`config.mk`:
```
export PLATFORM = sky130hd
export DESIGN_NAME = topc_top
export DESIGN_NICKNAME = d
export VERILOG_FILES = /design/src/topc_pkg.sv /design/src/topc_prescaler.sv /design/src/topc_top.sv
export SDC_FILE = /design/constraint.sdc
export NUM_CORES = 1
export LEC_CHECK = 0
export ABC_AREA = 1
export BUFFER_PORTS_ARGS = -buffer_cell sky130_fd_sc_hd__clkbuf_2
export CAP_MARGIN = 20
export CORE_MARGIN = 2
export CORE_UTILIZATION = 49
export DETAILED_ROUTE_END_ITERATION = 7
export GPL_TIMING_DRIVEN = 1
export PLACE_DENSITY = 0.81
export RECOVER_POWER = 25
export SLEW_MARGIN = 10
export SYNTH_ARGS = -nofsm -noshare
export SYNTH_HDL_FRONTEND = slang
export SYNTH_SLANG_ARGS = --single-unit
```
`constraint.sdc`:
```
create_clock -name core_clk -period 3.8 [get_ports core_clk]
set_input_delay 0.57 -clock core_clk [delete_from_list [all_inputs] [get_ports core_clk]]
set_output_delay 0.57 -clock core_clk [all_outputs]
set_load 0.01 [all_outputs]
```
`src/topc_pkg.sv`:
```
// Package for the timer0 prescaler option control block
`default_nettype none
package topc_pkg;
  // Register map; the option register takes one aligned word
  localparam logic [11:0] OPTION_ADDR   = 12'h000;
  localparam logic [11:0] PULLUP_ADDR   = 12'h004;
  localparam logic [11:0] COUNT_ADDR    = 12'h008;
  localparam logic [7:0]  OPTION_RESET  = 8'hff;
  localparam logic [7:0]  PULLUP_RESET  = 8'h00;
  // Field positions of the option register, pin count and prescaler width
  localparam int BIT_PULLUP_DIS = 7;
  localparam int BIT_INT_EDGE   = 6;
  localparam int BIT_T0_SRC     = 5;
  localparam int BIT_T0_EDGE    = 4;
  localparam int BIT_PRESC_ASSIGN = 3;
  localparam int RATE_LSB       = 0;
  localparam int RATE_W         = 3;
  localparam int PIN_COUNT      = 8;
  localparam int PRESC_W        = 8;
endpackage
`default_nettype wire

```
`src/topc_prescaler.sv`:
```
// Shared prescaler with power-of-two tap selection
`default_nettype none
module topc_prescaler
(
  input  wire logic                           core_clk,
  input  wire logic                           rst_n,
  input  wire logic                           tick,
  input  wire logic [topc_pkg::RATE_W-1:0]    rate,
  input  wire logic                           bypass_first,
  output logic                                out_pulse
);
  logic [topc_pkg::PRESC_W-1:0] cnt_r;
  logic [topc_pkg::PRESC_W-1:0] mask_w;
  logic [topc_pkg::PRESC_W:0]   full_w;

  // Divide count: timer 2^(n+1), watchdog 2^n; four-bit shift so code 111 reaches 1:256
  assign full_w = {{topc_pkg::PRESC_W{1'b0}}, 1'b1} <<
                  ({1'b0, rate} + {3'b000, ~bypass_first});
  assign mask_w = full_w[topc_pkg::PRESC_W-1:0] - 8'h01;
  assign out_pulse = tick && ((cnt_r & mask_w) == mask_w);

  // Free running prescale counter
  always_ff @(posedge core_clk)
  begin
    if (!rst_n)
      cnt_r <= '0;
    else if (tick)
      cnt_r <= cnt_r + 8'h01;
  end
endmodule
`default_nettype wire

```
`src/topc_top.sv`:
```
// Option control register with timer0 source, prescaler and pull-up gating
`default_nettype none
// Contract
// - Option bit 7 high disables all weak pull-ups, low enables them.
// - A pin pull-up is active only with global enable and its own bit.
// - Bit 6 low: interrupt on rising edge; high: on falling edge.
// - Bit 5 high counts external clock pin; low counts instruction cycles.
// - Bit 4 high counts falling pin edges, low counts rising ones.
// - Bit 3 high gives prescaler to watchdog, low to timer0.
// - Rate field doubles per step: timer 1:2..1:256, watchdog 1:1..1:128.
// - All eight option bits are read/write and reset to one.
module topc_top
(
  input  wire logic                               core_clk,
  input  wire logic                               rst_n,
  input  wire logic                               psel,
  input  wire logic                               penable,
  input  wire logic                               pwrite,
  input  wire logic [11:0]                        paddr,
  input  wire logic [31:0]                        pwdata,
  output logic                                    pready,
  output logic [31:0]                             prdata,
  output logic                                    pslverr,
  input  wire logic                               timer0_ext_clock_pin,
  input  wire logic                               ext_interrupt_pin,
  input  wire logic                               wdt_tick,
  output logic [topc_pkg::PIN_COUNT-1:0]          pullup_active,
  output logic                                    ext_interrupt_pulse,
  output logic                                    timer0_inc,
  output logic                                    wdt_timeout_tick,
  output logic [7:0]                              timer0_count
);
  logic [7:0]                         option_r;
  logic [topc_pkg::PIN_COUNT-1:0]     pin_pullup_enable_r;
  logic [7:0]                         timer0_count_r;
  logic [1:0]                         t0_sync_r;
  logic [1:0]                         int_sync_r;
  logic                               t0_prev_r;
  logic                               int_prev_r;
  logic [31:0]                        prdata_r;

  wire port_pullup_global_disable = option_r[topc_pkg::BIT_PULLUP_DIS];
  wire ext_interrupt_edge_select  = option_r[topc_pkg::BIT_INT_EDGE];
  wire timer0_source_select       = option_r[topc_pkg::BIT_T0_SRC];
  wire timer0_source_edge_select  = option_r[topc_pkg::BIT_T0_EDGE];
  wire prescaler_assign_select    = option_r[topc_pkg::BIT_PRESC_ASSIGN];
  wire [topc_pkg::RATE_W-1:0] prescale_rate_select =
    option_r[topc_pkg::RATE_LSB +: topc_pkg::RATE_W];

  // Bus decode
  wire acc_w    = psel && penable;
  wire wr_w     = acc_w && pwrite;
  wire hit_opt  = paddr == topc_pkg::OPTION_ADDR;
  wire hit_pu   = paddr == topc_pkg::PULLUP_ADDR;
  wire hit_cnt  = paddr == topc_pkg::COUNT_ADDR;
  wire mapped_w = hit_opt || hit_pu || hit_cnt;

  assign pready  = 1'b1;
  assign pslverr = acc_w && !mapped_w;
  assign prdata  = prdata_r;

  // Read mux, registered so the access phase returns stable data
  wire [31:0] rd_w = hit_opt ? {24'h00_0000, option_r} :
                     hit_pu  ? {24'h00_0000, pin_pullup_enable_r} :
                     hit_cnt ? {24'h00_0000, timer0_count_r} : 32'h0000_0000;

  // Option and pull-up registers
  always_ff @(posedge core_clk)
  begin
    if (!rst_n)
    begin
      option_r            <= topc_pkg::OPTION_RESET;
      pin_pullup_enable_r <= topc_pkg::PULLUP_RESET;
    end
    else
    begin
      if (wr_w && hit_opt)
        option_r <= pwdata[7:0];
      if (wr_w && hit_pu)
        pin_pullup_enable_r <= pwdata[7:0];
    end
  end

  always_ff @(posedge core_clk)
  begin
    if (!rst_n)
      prdata_r <= 32'h0000_0000;
    else if (psel && !penable && !pwrite)
      prdata_r <= rd_w;
  end

  // Pull-up gating
  assign pullup_active = port_pullup_global_disable ? '0 : pin_pullup_enable_r;

  // Pin synchronisers
  always_ff @(posedge core_clk)
  begin
    if (!rst_n)
    begin
      t0_sync_r  <= 2'b00;
      int_sync_r <= 2'b00;
      t0_prev_r  <= 1'b0;
      int_prev_r <= 1'b0;
    end
    else
    begin
      t0_sync_r  <= {t0_sync_r[0], timer0_ext_clock_pin};
      int_sync_r <= {int_sync_r[0], ext_interrupt_pin};
      t0_prev_r  <= t0_sync_r[1];
      int_prev_r <= int_sync_r[1];
    end
  end

  // Edge detection
  wire t0_rise  = t0_sync_r[1] && !t0_prev_r;
  wire t0_fall  = !t0_sync_r[1] && t0_prev_r;
  wire int_rise = int_sync_r[1] && !int_prev_r;
  wire int_fall = !int_sync_r[1] && int_prev_r;

  assign ext_interrupt_pulse = ext_interrupt_edge_select ? int_fall : int_rise;

  wire ext_evt_w = timer0_source_edge_select ? t0_fall : t0_rise;
  wire src_evt_w = timer0_source_select ? ext_evt_w : 1'b1;

  // Prescaler input follows the assignment
  wire presc_tick_w = prescaler_assign_select ? wdt_tick : src_evt_w;
  wire presc_out_w;

  topc_prescaler u_presc
  (
    .core_clk     (core_clk),
    .rst_n        (rst_n),
    .tick         (presc_tick_w),
    .rate         (prescale_rate_select),
    .bypass_first (prescaler_assign_select),
    .out_pulse    (presc_out_w)
  );

  assign timer0_inc       = prescaler_assign_select ? src_evt_w : presc_out_w;
  assign wdt_timeout_tick = prescaler_assign_select ? presc_out_w : wdt_tick;
  assign timer0_count     = timer0_count_r;

  // Timer0 counter
  always_ff @(posedge core_clk)
  begin
    if (!rst_n)
      timer0_count_r <= 8'h00;
    else if (timer0_inc)
      timer0_count_r <= timer0_count_r + 8'h01;
  end

  // Helper: cycles since last timer0 increment for internal source
  logic [8:0] gap_r;
  always_ff @(posedge core_clk)
  begin
    if (!rst_n || timer0_inc)
      gap_r <= 9'h000;
    else
      gap_r <= gap_r + 9'h001;
  end

  // Helper: period measured under one setting; a write restarts it, the prescale count is kept
  logic steady_r;
  always_ff @(posedge core_clk)
  begin
    if (!rst_n)
      steady_r <= 1'b0;
    else if (wr_w && hit_opt)
      steady_r <= 1'b0;
    else if (timer0_inc)
      steady_r <= 1'b1;
  end

  // Checks on the option controls
  pullup_gate_a: assert property (@(posedge core_clk) disable iff (!rst_n)
    option_r[7] |-> pullup_active == 8'h00) else $error("pull-up active while disabled");
  pullup_pin_a: assert property (@(posedge core_clk) disable iff (!rst_n)
    !option_r[7] |-> pullup_active == pin_pullup_enable_r) else $error("pull-up mismatch");
  int_edge_a: assert property (@(posedge core_clk) disable iff (!rst_n)
    ext_interrupt_pulse |-> (option_r[6] ? !int_sync_r[1] : int_sync_r[1]))
    else $error("interrupt on wrong edge");
  int_source_a: assert property (@(posedge core_clk) disable iff (!rst_n)
    (!option_r[5] && option_r[3]) |-> timer0_inc) else $error("internal count missed");
  ext_edge_a: assert property (@(posedge core_clk) disable iff (!rst_n)
    (option_r[5] && option_r[3] && timer0_inc) |->
    (option_r[4] ? t0_prev_r && !t0_sync_r[1] : !t0_prev_r && t0_sync_r[1]))
    else $error("external count on wrong edge");
  wdt_bypass_a: assert property (@(posedge core_clk) disable iff (!rst_n)
    (!option_r[3]) |-> wdt_timeout_tick == wdt_tick) else $error("watchdog divided");
  rate_div_a: assert property (@(posedge core_clk) disable iff (!rst_n)
    (timer0_inc && steady_r && !option_r[5] && !option_r[3]) |->
    gap_r == ((9'h002 << option_r[2:0]) - 9'h001))
    else $error("timer0 prescale wrong");
  option_write_a: assert property (@(posedge core_clk) disable iff (!rst_n)
    (wr_w && hit_opt) |=> option_r == $past(pwdata[7:0])) else $error("option write lost");
  option_reset_a: assert property (@(posedge core_clk)
    !rst_n |=> option_r == 8'hff) else $error("option reset wrong");
  undivided_a: assert property (@(posedge core_clk) disable iff (!rst_n)
    option_r[3] |-> timer0_inc == src_evt_w) else $error("timer0 divided under watchdog");

  // Reset, readback, count step, stray write and divider routing checks
  pullup_reset_a: assert property (@(posedge core_clk)
    !rst_n |=> pullup_active == 8'h00) else $error("pull-up active after reset");
  count_step_a: assert property (@(posedge core_clk) disable iff (!rst_n)
    timer0_inc |=> timer0_count == $past(timer0_count) + 8'h01)
    else $error("timer0 step wrong");
  read_back_a: assert property (@(posedge core_clk) disable iff (!rst_n)
    (psel && !penable && !pwrite && hit_opt) |=> prdata == {24'h00_0000, $past(option_r)})
    else $error("option readback wrong");
  unmapped_keep_a: assert property (@(posedge core_clk) disable iff (!rst_n)
    (wr_w && !mapped_w) |=> option_r == $past(option_r))
    else $error("option changed by stray write");
  timer_divided_a: assert property (@(posedge core_clk) disable iff (!rst_n)
    !option_r[3] |-> timer0_inc == presc_out_w)
    else $error("timer0 bypassed prescaler");
  wdt_pass_a: assert property (@(posedge core_clk) disable iff (!rst_n)
    (option_r[3] && option_r[2:0] == 3'b000) |-> wdt_timeout_tick == wdt_tick)
    else $error("watchdog pass-through wrong");
endmodule
`default_nettype wire

```
Word level (Yosys, flattened, before mapping):

Cells that the tools add are included.
Widths: inputs -> output; s select.

* bits in registers: 70
* input port bits: 52

* add/subtract/negate cells: 4
* equal/unequal tests: 3
* shift operators: 1
* muxes and demuxes: 10
* bitwise gates (word level): 2
* reduce and logical (&&, ||, !) cells: 22

Operators with widths (number)
* $mux 8: 4
* $add 8x1->8 const B: 2
* $eq 12x3->1 const B: 1
* $eq 12x4->1 const B: 1
* $logic_and 1x1->1: 12
* $logic_not 12->1: 1
* $and 8x8->8: 1
* $eq 8x8->1: 1
* $shl 1x4->8 const A: 1
* $sub 8x1->8 const B: 1
* $logic_not 1->1: 7
* $mux 1: 6
* $add 3x1->4: 1
* $logic_or 1x1->1: 2
* $not 1->1: 1

Logic depth before layout (Yosys ltp):

Gate-level depths: netlist (run 1).

* depth in word-level cells: 8
* depth in mapped cells: 23

Modules after synthesis:

From an unflattened synthesis (run 1), not the netlist that was laid out.

* cell total of the unflattened synthesis: 432
* area total of the unflattened synthesis: 2880.3 um^2

By module, submodules not included
* topc_top: instances 1, cells each 307, area each 2158.3 um^2, sequential area each 760.7 um^2
* topc_prescaler: instances 1, cells each 125, area each 721.9 um^2, sequential area each 160.2 um^2

Worst setup path before layout (run 1):

No wires, ideal clock.

* kind: register -> output
* start point: register option_r[3]
* end point: output timer0_inc
* arrival: 2.307 ns
* data required time: 3.230 ns
* setup slack: 0.923 ns
* stages on the path, launching flop included: 22
* cell sequence: dfxtp_1 > inv_1 > ha_1 > ha_1 > inv_1 > nand2_1 > nand2_2 > nand2_2 > nor2_2 > inv_1 > ha_1 > nand2_1 > inv_1 > nor2_1 > nor2_1 > nor2_1 > nand2_1 > nor2_2 > nand2_2 > nand2_4 > nand2_4 > inv_4

* word-level cells in the longest chain between the ends: 8
* elaborated cells between the ends (all ways): 9

RTL lines
* start: declaration: line topc_top.sv:33 `logic [7:0] option_r;`
* start signal: assignment: line topc_top.sv:72 `option_r <= topc_pkg::OPTION_RESET;`
* start signal: assignment: line topc_top.sv:78 `option_r <= pwdata[7:0];`
* $not 1->1: line topc_prescaler.sv:18 `({1'b0, rate} + {3'b000, ~bypass_first});`
* $add 3x1->4: line topc_prescaler.sv:18
* $shl 1x4->8: line topc_prescaler.sv:17 `assign full_w = {{topc_pkg::PRESC_W{1'b0}}, 1'b1} <<`
* $sub 8x1->8: line topc_prescaler.sv:19 `assign mask_w = full_w[topc_pkg::PRESC_W-1:0] - 8'h01;`
* $and 8x8->8: line topc_prescaler.sv:20 `assign out_pulse = tick && ((cnt_r & mask_w) == mask_w);`
* $eq 8x8->1: line topc_prescaler.sv:20
* $logic_and 1x1->1: line topc_prescaler.sv:20
* $mux 1 *: line topc_top.sv:139 `assign timer0_inc = prescaler_assign_select ? src_evt_w : presc_out_w;`
* end: declaration: line topc_top.sv:29 `output logic timer0_inc,`

Every way passes the cells marked *; elsewhere a longest branch is shown, timed or not.

Final worst setup path (run 1):

Same ends and word-level chain as after synthesis.

==> key figures, run 1 <==
STA
  – Final worst path period share: 0.9245
  – Fmax: ~280 MHz
  – Final setup viols: 0
  – Slew Limit Fails: 40
  – Worst-margin pin slew: 1.539 ns
  – Final min period: 3.513 ns
  – Final Skew: 0.002818 ns
  – Slew margin rel.: -0.02600
  – Final WS setup: 0.2867 ns
  – Final Hold Viols: 0

Critical path
  – CP Class: reg2out
  – R2r setup slk: between 0.9 and 1 ns
  – Reg-to-Reg Start: option_r[3]
  – Reg2reg end: timer0_count[5]
  – Max Fanout on Critical Path: 7
  – Critical Path RT: 3.23 ns
  – Crit path launch: option_r[3]
  – End of the critical path: timer0_inc
  – R2r worst-path depth: 22
  – Crit end category: primary output
  – Setup crit start kind: flip-flop
  – Critical path arrival: 2.94 ns

Logic synthesis
  – Synthesized flop and latch total: 46
  – Top-count cell post-synth: nand2_1
  – Avg Cell Area, Syn: 6.896 um2
  – Synth area leader: dfxtp_1
  – Seq/Total Area, Yosys: 0.3468
  – Top cells by count, synth: nand2_1, dfxtp_1, inv_1, nor2_1, nand3_1
  – Top-area cell type share of the netlist area: 0.3468
  – Post-synth EDFFs: 0
  – Area contributors post-synth: dfxtp_1, nand2_1, buf_4
  – Fraction of registers with async set/reset: 0
  – Gate Count Post-Synth: 385
  – Dominant synthesized flop cell: dfxtp_1
  – Ys Warns: 0
  – Synth unique cells: 35
  – Synth Cell Area: 2655 um2

Outcome
  – Violated checks: max-capacitance violations, max-slew violations
  – Status: complete, but fails checks

Routing
  – Routed len/inst: 11.73 um
  – Initial DRC Count: 133
  – ANT nets after route: 0
  – Routed WL: 5972 um
  – Vias: 2,547
  – TritonRoute pass-1 iters: 4
  – Post-route DRC violation count: 0
  – Vias per std cell: 5.004

Layout
  – Synth-to-Final Area Change: 11.88%
  – Fin area: between 2000 and 3000 um2
  – N_diodes: 0
  – Post-layout nets: approximately 500
  – FILL cells: 502
  – Share of layout cells above drive strength 1: 0.1731
  – Post-Layout Cell Count: 509

Die
  – IO Count: 105
  – Core Footprint: 5172 um2
  – Die ar.: between 6000 and 7000 um2
  – Die height: 77.61 um
  – Cell Rows: 26
  – Initial core utilization: 0.5133
  – Width of the die: 77.61 um

Clocking
  – Max clock buf depth: 2
  – Register clock-pin slew on the reported worst setup and hold paths: 0.08 ns
  – H-tree depth: 2
  – Clock Tree Root: clkbuf_8
  – CTS Buf Count: 5
  – CTS Sinks: 46
  – Clock Latency Late Sink: slightly below 0.3 ns
  – Clock tree from TritonCTS: yes
  – Post-CTS Hold Buffers: 0

Placed design
  – Final GP Congestion: ~0.86
  – Dpl ws: 0.4504 ns
  – Port bufs: 55
  – Post-DP Area: a little under 3000 um2
  – Cell count after placement: 500
  – Detailed Place HPWL: 4485 um

Pwr
  – P_leak: 1.339 nW
  – Max rail drop VDD: about 0.16 mV
  – PD cells: 285.6 nW/um2
  – Design Power: 0.0008483 W

Global routing
  – Vias in the first global route: 2,267
  – Total gr overflow: 0
  – First-pass GRT wire length: 9791 um
  – Total track usage: 0.1985
  – Largest net degree at the start of global routing: 40
  – Initial antenna violation count: 0

Job
  – Max Cap Viol: 1

Hold path
  – Worst Hold Depth: 2
  – Hold Startpoint: t0_sync_r[0]
  – Min-delay worst type: reg2reg
flip-flops by register name, summed over array words and instances, names as in the netlist:
name and flops:
t0_prev_r 1, int_prev_r 1, prdata 8, pin_pullup_enable_r 8
u_presc.cnt_r 8, t0_sync_r 2, timer0_count 8, int_sync_r 2
option_r 8
through the flow:
step | hold slack [ns] | utilization | TNS (ns)
3_3_place_gp | 0.3929 | 0.5578 | 0
5_1_grt | 0.4353 | 0.5743 | -0.01660
6_report | 0.4150 | 0.5743 | 0
4_1_cts | 0.4164 | 0.5733 | 0
3_5_place_dp | 0.3960 | 0.5578 | 0
2_1_floorplan | 0.3905 | - | 0
what timing repair did:
item / in CTS / in global routing
setup endpoints to repair: 0 / 2
buffers inserted: 0 / 2
resized for setup: 0 / 3
worst max-delay path, stage by stage, from the launching register on:
cell	delay [ns]
dfxtp_2	0.37
inv_2	0.09
ha_1	0.20
ha_1	0.21
inv_1	0.08
nand2_1	0.06
nand2_2	0.08
nand2_2	0.10
nor2_4	0.14
inv_1	0.06
ha_1	0.21
nand2_1	0.08
inv_1	0.08
nor2_1	0.10
nor2_1	0.05
nor2_1	0.08
nand2_1	0.07
nor2_2	0.11
nand2_2	0.08
nand2_4	0.11
nand2_4	0.09
inv_4	0.08
clkbuf_2	0.12
layout by cell type (no fill, tap or decap), types with 2 or more instances in the layout:
cell type	synthesis	routed
o211ai_1	3	3
o21ai_0	23	23
nand4_1	6	6
inv_2	2	3
dfxtp_1	46	45
clkbuf_1	7	14
nor3_1	2	2
buf_4	26	3
nand2_2	5	5
a21oi_1	25	25
a41oi_1	8	8
conb_1	2	25
inv_1	43	42
clkbuf_8	0	5
nor2_2	6	5
nand2_1	82	82
nand3_1	31	31
ha_1	6	6
nand2_4	2	2
nor3_2	2	2
nor2_1	39	39
xor2_1	4	4
clkbuf_2	0	42
xnor2_1	2	2
worst min-delay path by stage:
stage / end / slack [ns]
finish: t0_sync_r[1] / 0.41
global route: t0_sync_r[1] / 0.44
CTS: t0_sync_r[1] / 0.42
detailed placement: t0_sync_r[1] / 0.40
global placement: int_sync_r[1] / 0.39
floorplan: int_sync_r[1] / 0.39
layout make-up:
| type | count | area, um2 | area share |
|---|---|---|---|
| clock buffer | 6 | 72.57 | 0.02443 |
| tap | 70 | 87.58 | 0.02949 |
| multi-input combinational | 282 | 1424 | 0.4794 |
| clock inverter | 1 | 7.507 | 0.002527 |
| inverter | 46 | 175.2 | 0.05897 |
| timing repair buffer | 58 | 281.5 | 0.09478 |
| sequential | 46 | 922.1 | 0.3104 |
metal layers:
layer / track usage / part of all wire / routed length, um
met5: 0 / 0 / 0
met4: 0.06429 / 0.015 / 92
met3: 0.04884 / 0.072 / 432
met2: 0.3500 / 0.48 / 2880
met1: 0.2349 / 0.43 / 2566
power by group:
part	switching, W	internal [W]	total [W]
combinational	0.0000466	0.0000244	0.0000710
clock	0.000154	0.000126	0.000280
sequential	0.00000637	0.000491	0.000497
kinds of logic (layout without fill, tap and decap cells):
group,after synthesis,in the layout,synth area share
flip-flops,46,46,0.3468
other,2,25,0.002829
adder cells (fa/ha/maj),6,6,0.02827
AO/OA/AOI/OAI,64,64,0.1452
XOR/XNOR,6,6,0.01979
buffers and inverters,80,111,0.1513
AND/OR/NAND/NOR,181,181,0.3059
No activity file was read; power rests on OpenSTA's default activity.
==> run 2: changes to the inputs <==
- clock period: 3.8 -> 3.55 ns (I/O delays scaled with it)
==> run 2 against run 1 <==
- the run still ends with max-capacitance violations, max-slew violations left
- combinational power grew 6.6%
- first-iteration DRC count grew 3.8%
- largest cell class unchanged
- final cell count grew 0.59%
==> key figures, run 2 (same netlist as run 1, synthesis figures left out) <==
Hold path
  – Worst Hold Depth: 2 (unchanged)
  – Hold Startpoint: t0_sync_r[0]
  – Worst Hold Path EP: t0_sync_r[1]
  – Min-delay worst type: reg2reg

Pwr
  – Clock power frac: 0.370 (+0.040)
  – P_leak: 1.363 nW (+1.8%)
  – Sw frac: 0.2431 (-0.001021)
  – NetSw: 0.0002345 W (+13%)
  – Internal Power: 0.0007300 W (+14%)
  – Max rail drop VDD: 0.1748 mV (+7.3%)
  – PD cells: 318.8 nW/um2 (+12%)
  – Comb pwr share: 0.078 (-0.006)
  – Seq pwr share: 0.552 (-0.034)

Die
  – Width of the die: 77.61 um (unchanged)
  – Initial core utilization: 0.5133 (unchanged)
  – Die height: 77.61 um (unchanged)
  – Core Footprint: 5172 um2 (unchanged)
  – IO Count: 105 (unchanged)
  – Cell Rows: 26 (unchanged)
  – Die ar.: 6023 um2 (unchanged)

STA
  – Final WS setup: 0.2175 ns (-0.06927 ns)
  – Worst-margin pin slew: 1.505 ns (-0.03409 ns)
  – Slew Limit Fails: 39 (-2.5%)
  – Final Skew: 0.004846 ns (+0.002028 ns)
  – Final Hold Viols: 0 (unchanged)
  – Fmax: about 300 MHz
  – Slew margin rel.: -0.003275 (+0.02273)
  – Final min period: ~3.3 ns
  – Final setup viols: 0 (unchanged)
  – Final worst path period share: 0.9387

Routing
  – TritonRoute pass-1 iters: 4 (unchanged)
  – Vias: 2,520 (-1.1%)
  – ANT nets after route: 0 (unchanged)
  – Routed WL: 5974 um (about the same)
  – Vias per std cell: 4.922 (-1.6%)
  – Post-route DRC violation count: 0 (unchanged)
  – Initial DRC Count: 138 (+3.8%)
  – Routed len/inst: 11.67 um (-0.55%)

Clocking
  – Clock Latency Late Sink: 0.29 ns (about the same)
  – Clock tree from TritonCTS: yes
  – Register clock-pin slew on the reported worst setup and hold paths: 0.08 ns (about the same)
  – Max clock buf depth: 2 (unchanged)
  – CTS Sinks: 46 (unchanged)
  – Clock Tree Root: clkbuf_8
  – H-tree depth: 2 (unchanged)
  – CTS Buf Count: 5 (unchanged)

Critical path
  – Critical path arrival: 2.80 ns (-0.14 ns)
  – Setup crit start kind: flip-flop
  – Crit path launch: option_r[3]
  – Reg-to-Reg Start: option_r[3]
  – Reg2reg end: timer0_count[0]
  – R2r worst-path depth: 22 (unchanged)
  – R2r setup slk: 0.88 ns (-0.11 ns)
  – Crit end category: primary output
  – Max Fanout on Critical Path: 7 (unchanged)
  – CP Class: reg2out
  – Critical Path RT: 3.02 ns (-0.21 ns)

Global routing
  – Largest net degree at the start of global routing: 40 (unchanged)
  – Initial antenna violation count: 0 (unchanged)
  – Total track usage: 0.1936 (-0.004968)
  – Total gr overflow: 0 (unchanged)
  – First-pass GRT wire length: 9694 um (-0.99%)
  – Vias in the first global route: 2,218 (-2.2%)

Layout
  – Commonest non-fill, non-tap cell in the layout: nand2_1
  – Most frequent cells in the layout: nand2_1, dfxtp_1, clkbuf_2
  – FF+latch area: 922.1 um2 (unchanged)
  – Post-layout nets: 499 (+0.40%)
  – FILL cells: 503 (+0.20%)
  – N_diodes: 0 (unchanged)
  – Fin util: 0.5849 (+0.01064)
  – Area of the multi-input gates: 1439 um2 (+1.1%)
  – Share of layout cells above drive strength 1: 0.1923 (+0.01919)
  – Synth-to-Final Area Change: 13.95%

Placed design
  – Detailed Place HPWL: 4430 um (-1.2%)
  – Dpl ws: 0.2404 ns (-0.2100 ns)
  – Final GP Congestion: 0.8573 (about the same)
  – Port bufs: 55 (unchanged)

Outcome
  – Status: complete, but fails checks
  – Violated checks: max-capacitance violations, max-slew violations

Job
  – Max Cap Viol: 1 (unchanged)
[run 2: what timing repair did]
action                     in CTS  in global routing
pin swaps                       0                  4
gates resized for setup         2                  7
setup buffers                   0                  4
hold buffers                    0                  0
setup endpoints to repair       2                  2
[run 2: worst max path at each step]
stage / endpoint / cells past startpoint
2_1_floorplan: timer0_inc / 21
6_report: timer0_inc / 21
4_1_cts: timer0_inc / 22
3_5_place_dp: timer0_inc / 22
5_1_grt: timer0_inc / 22
3_3_place_gp: timer0_inc / 22
[run 2: metal layers]
metal  GRT usage  wire length [um]  vias to the layer above
met5           0                 0                        -
met4     0.03929                22                        0
met3     0.03721               341                        5
met2      0.3448              2933                       87
met1      0.2420              2677                     1119
li1            -                 -                     1309
[run 2: power groups by stage]
stage | logic, W | clock network [W] | registers, W
2_1_floorplan | 0.0000636 | 0 | 0.000545
3_3_place_gp | 0.0000741 | 0 | 0.000544
3_5_place_dp | 0.0000756 | 0 | 0.000544
4_1_cts | 0.0000759 | 0.000364 | 0.000532
5_1_grt | 0.0000848 | 0.000386 | 0.000534
6_report | 0.0000757 | 0.000356 | 0.000532
[run 2: area by class of cell]
class | count | share of cell area
inverter | 46 | 0.05790
clock buffer | 7 | 0.03184
timing repair buffer | 60 | 0.09801
multi-input combinational | 282 | 0.4756
tap | 70 | 0.02895
clock inverter | 1 | 0.002895
sequential | 46 | 0.3048
[run 2: worst max-delay path, cell delays in order (launching register included)]
cell and delay [ns]:
dfxtp_2 0.34, inv_2 0.13, ha_2 0.20, ha_2 0.18, nand2_1 0.07, nand2_2 0.12
nand2_4 0.08, nor2_4 0.11, inv_1 0.05, ha_2 0.19, nand2_2 0.09, inv_2 0.05
nor2_1 0.10, nor2_1 0.05, nor2_1 0.08, nand2_1 0.07, nor2_2 0.12, nand2_2 0.08
nand2_4 0.11, nand2_4 0.09, inv_4 0.08, clkbuf_2 0.12
[run 2: through the flow]
| stage | hold slack [ns] | cells | TNS (ns) | cell area [um2] | power (W) |
|---|---|---|---|---|---|
| finish | 0.4160 | 512 | 0 | 3025 | 0.0009646 |
| global route | 0.4084 | 512 | -0.01420 | 3025 | 0.001005 |
| CTS | 0.4155 | 508 | 0 | 2992 | 0.0009721 |
| detailed placement | 0.3960 | 500 | 0 | 2885 | 0.0006199 |
| global placement | 0.3929 | 500 | 0 | 2885 | 0.0006183 |
| floorplan | 0.3905 | 408 | 0 | 2741 | 0.0006088 |
==> run 3: changes to the inputs <==
- CORE_UTILIZATION: 49 -> 53
- PLACE_DENSITY: 0.81 -> 0.86
- clock period: 3.55 -> 4.3 ns (I/O delays scaled with it)
==> run 3 against run 2 <==
- the run now ends clean
- clock skew grew 0.0029 ns
- clock power shrank 30%
- die area shrank 7.2%
- hold slack lost 0.00089 ns
- final area shrank 2.6%
- critical path depth grew 1
- flip-flop and latch count is the same
- via count grew 1.9%
- total power shrank 22%
- highest routed layer unchanged
==> key figures, run 3 (same netlist as run 1, synthesis figures left out) <==
Placed design
  – Port bufs: 55 (unchanged)
  – Cell count after placement: 497 (-0.60%)
  – Detailed Place HPWL: 4529 um (+2.2%)
  – Final GP Congestion: 0.8964 (+4.6%)

Routing
  – Vias: 2,567 (+1.9%)
  – Initial DRC Count: 157 (+14%)
  – Vias per std cell: 5.093 (+3.5%)
  – TritonRoute pass-1 iters: 5 (+1)
  – Post-route DRC violation count: 0 (unchanged)
  – Routed WL: 5897 um (-1.3%)
  – Routed len/inst: 11.70 um (+0.28%)
  – ANT nets after route: 0 (unchanged)

Hold path
  – Min-delay worst type: reg2reg

Global routing
  – Total gr overflow: 0 (unchanged)
  – First-pass GRT wire length: 9542 um (-1.6%)
  – Initial antenna violation count: 0 (unchanged)
  – Total track usage: 0.2171 (+0.02351)
  – Largest net degree at the start of global routing: 40 (unchanged)
  – Vias in the first global route: 2,274 (+2.5%)

STA
  – Worst-margin pin slew: 1.479 ns (-0.02637 ns)
  – Fmax: approximately 270 MHz
  – Slew Limit Fails: 0 (-100%)
  – Final Skew: 0.007770 ns (+0.002924 ns)
  – RSZ-0062 raised after global routing: no
  – Final setup viols: 0 (unchanged)
  – Slew margin rel.: 0.01431 (+0.01758)
  – Final Hold Viols: 0 (unchanged)
  – Min Hold Slack: 0.4152 ns (-0.0008930 ns)
  – Final worst path period share: 0.8709
  – Final min period: 3.745 ns
  – TNS Setup: 0 ns (unchanged)

Layout
  – Post-Layout Cell Count: 504 (-1.6%)
  – N_diodes: 0 (unchanged)
  – Post-layout nets: 495 (-0.80%)
  – Share of layout cells above drive strength 1: 0.1670 (-0.02526)
  – Most frequent cells in the layout: nand2_1, dfxtp_1, inv_1, clkbuf_2, nor2_1
  – Commonest non-fill, non-tap cell in the layout: nand2_1
  – FILL cells: 468 (-7.0%)
  – Fin util: 0.6157 (+0.03078)
  – Synth-to-Final Area Change: 10.98%

Pwr
  – PD cells: 255.0 nW/um2 (-20%)
  – Comb pwr share: 0.083 (+0.005)
  – Internal Power: 0.0005667 W (-22%)
  – P_leak: 1.336 nW (-2.0%)
  – Seq pwr share: 0.585 (+0.033)
  – Max rail drop VDD: 0.1219 mV (-30%)
  – NetSw: 0.0001845 W (-21%)
  – Clock power frac: 0.332 (-0.038)
  – Sw frac: 0.2456 (+0.002503)

Job
  – Max Cap Viol: 0 (-1)

Clocking
  – CTS Sinks: 46 (unchanged)
  – CTS Buf Count: 5 (unchanged)
  – PostCTS Resize Cnt: 0 (-2)
  – Clock Latency Late Sink: 0.30 ns (about the same)
  – Clock tree from TritonCTS: yes
  – Post-CTS setup buffers: 0 (unchanged)
  – Post-CTS Hold Buffers: 0 (unchanged)
  – Clock Tree Root: clkbuf_8
  – Max clock buf depth: 2 (unchanged)
  – Register clock-pin slew on the reported worst setup and hold paths: 0.08 ns (about the same)
  – H-tree depth: 2 (unchanged)

Critical path
  – R2r setup slk: 1.42 ns (+0.54 ns)
  – Max Fanout on Critical Path: 9 (+2)
  – Critical path arrival: 3.10 ns (+0.30 ns)
  – Crit end category: primary output
  – Critical Path RT: 3.65 ns (+0.63 ns)
  – CP Class: reg2out
  – Setup crit start kind: flip-flop

Die
  – Cell Rows: 25 (-3.8%)
  – Width of the die: 74.78 um (-3.7%)
  – IO Count: 105 (unchanged)
  – Die height: 74.78 um (-3.7%)
  – Core Footprint: 4786 um2 (-7.5%)
  – Die ar.: 5591 um2 (-7.2%)
  – Initial core utilization: 0.5548 (+0.04147)

Outcome
  – Status: finished, final reports clean
[run 3: cell count changes in the layout (fill, tap and decap cells not counted), sizes merged]
cell | before | now
buf | 5 | 1
clkbuf | 62 | 61
clkinv | 1 | 0
clkinvlp | 0 | 1
[run 3: power by group through the flow]
stage | Clock, W | Combinational (W) | Sequential (W)
after floorplan | 0 | 0.0000525 | 0.000450
after global placement | 0 | 0.0000610 | 0.000449
after detailed placement | 0 | 0.0000626 | 0.000449
after CTS | 0.000253 | 0.0000628 | 0.000439
after global routing | 0.000265 | 0.0000717 | 0.000440
final | 0.000249 | 0.0000625 | 0.000439
[run 3: critical path: stages (launching register included)]
cell and delay, ns:
dfxtp_1 0.37, inv_1 0.15, ha_1 0.22, ha_1 0.21, inv_1 0.08, nand2_1 0.06, nand2_2 0.08, nand2_2 0.08
nor2_2 0.19, inv_1 0.07, ha_1 0.21, nand2_1 0.08, inv_1 0.08, nor2_1 0.10, nor2_1 0.05, nor2_1 0.08
nand2_1 0.07, nor2_2 0.11, nand2_2 0.08, nand2_4 0.13, nand2_4 0.10, inv_4 0.08, clkbuf_2 0.12
[run 3: final cells by class]
cell class	instances	area (um2)	area share
well taps	67	83.83	0.02845
clock buffers	6	72.57	0.02463
repair buffers	56	267.8	0.09087
inverters	46	175.2	0.05945
multi-input cells	282	1419	0.4815
flip-flops and latches	46	920.9	0.3125
clock inverters	1	7.507	0.002548
[run 3: stage by stage]
step / total power, W / instance area, um2 / worst slack [ns]
2_1_floorplan: 0.0005026 / 2741 / 1.348
3_3_place_gp: 0.0005101 / 2882 / 0.9761
3_5_place_dp: 0.0005118 / 2882 / 0.9103
4_1_cts: 0.0007556 / 2962 / 0.5570
5_1_grt: 0.0007770 / 2947 / 0.2416
6_report: 0.0007512 / 2947 / 0.5550
[run 3: path summary, 6_finish.rpt]
| check | startpoint | end | cells past startpoint |
|---|---|---|---|
| max reg2reg | option_r[3] | timer0_count[3] | 22 |
| min reg2reg | t0_sync_r[0] | t0_sync_r[1] | 2 |
| max | option_r[3] | timer0_inc | 22 |
| min | t0_sync_r[0] | t0_sync_r[1] | 2 |
[run 3: layer usage]
layer / global-route usage / share of wire / up-vias
li1: - / - / 1308
met1: 0.2435 / 0.41 / 1141
met2: 0.3992 / 0.50 / 107
met3: 0.04685 / 0.069 / 11
met4: 0.08532 / 0.020 / 0
met5: 0 / 0 / -
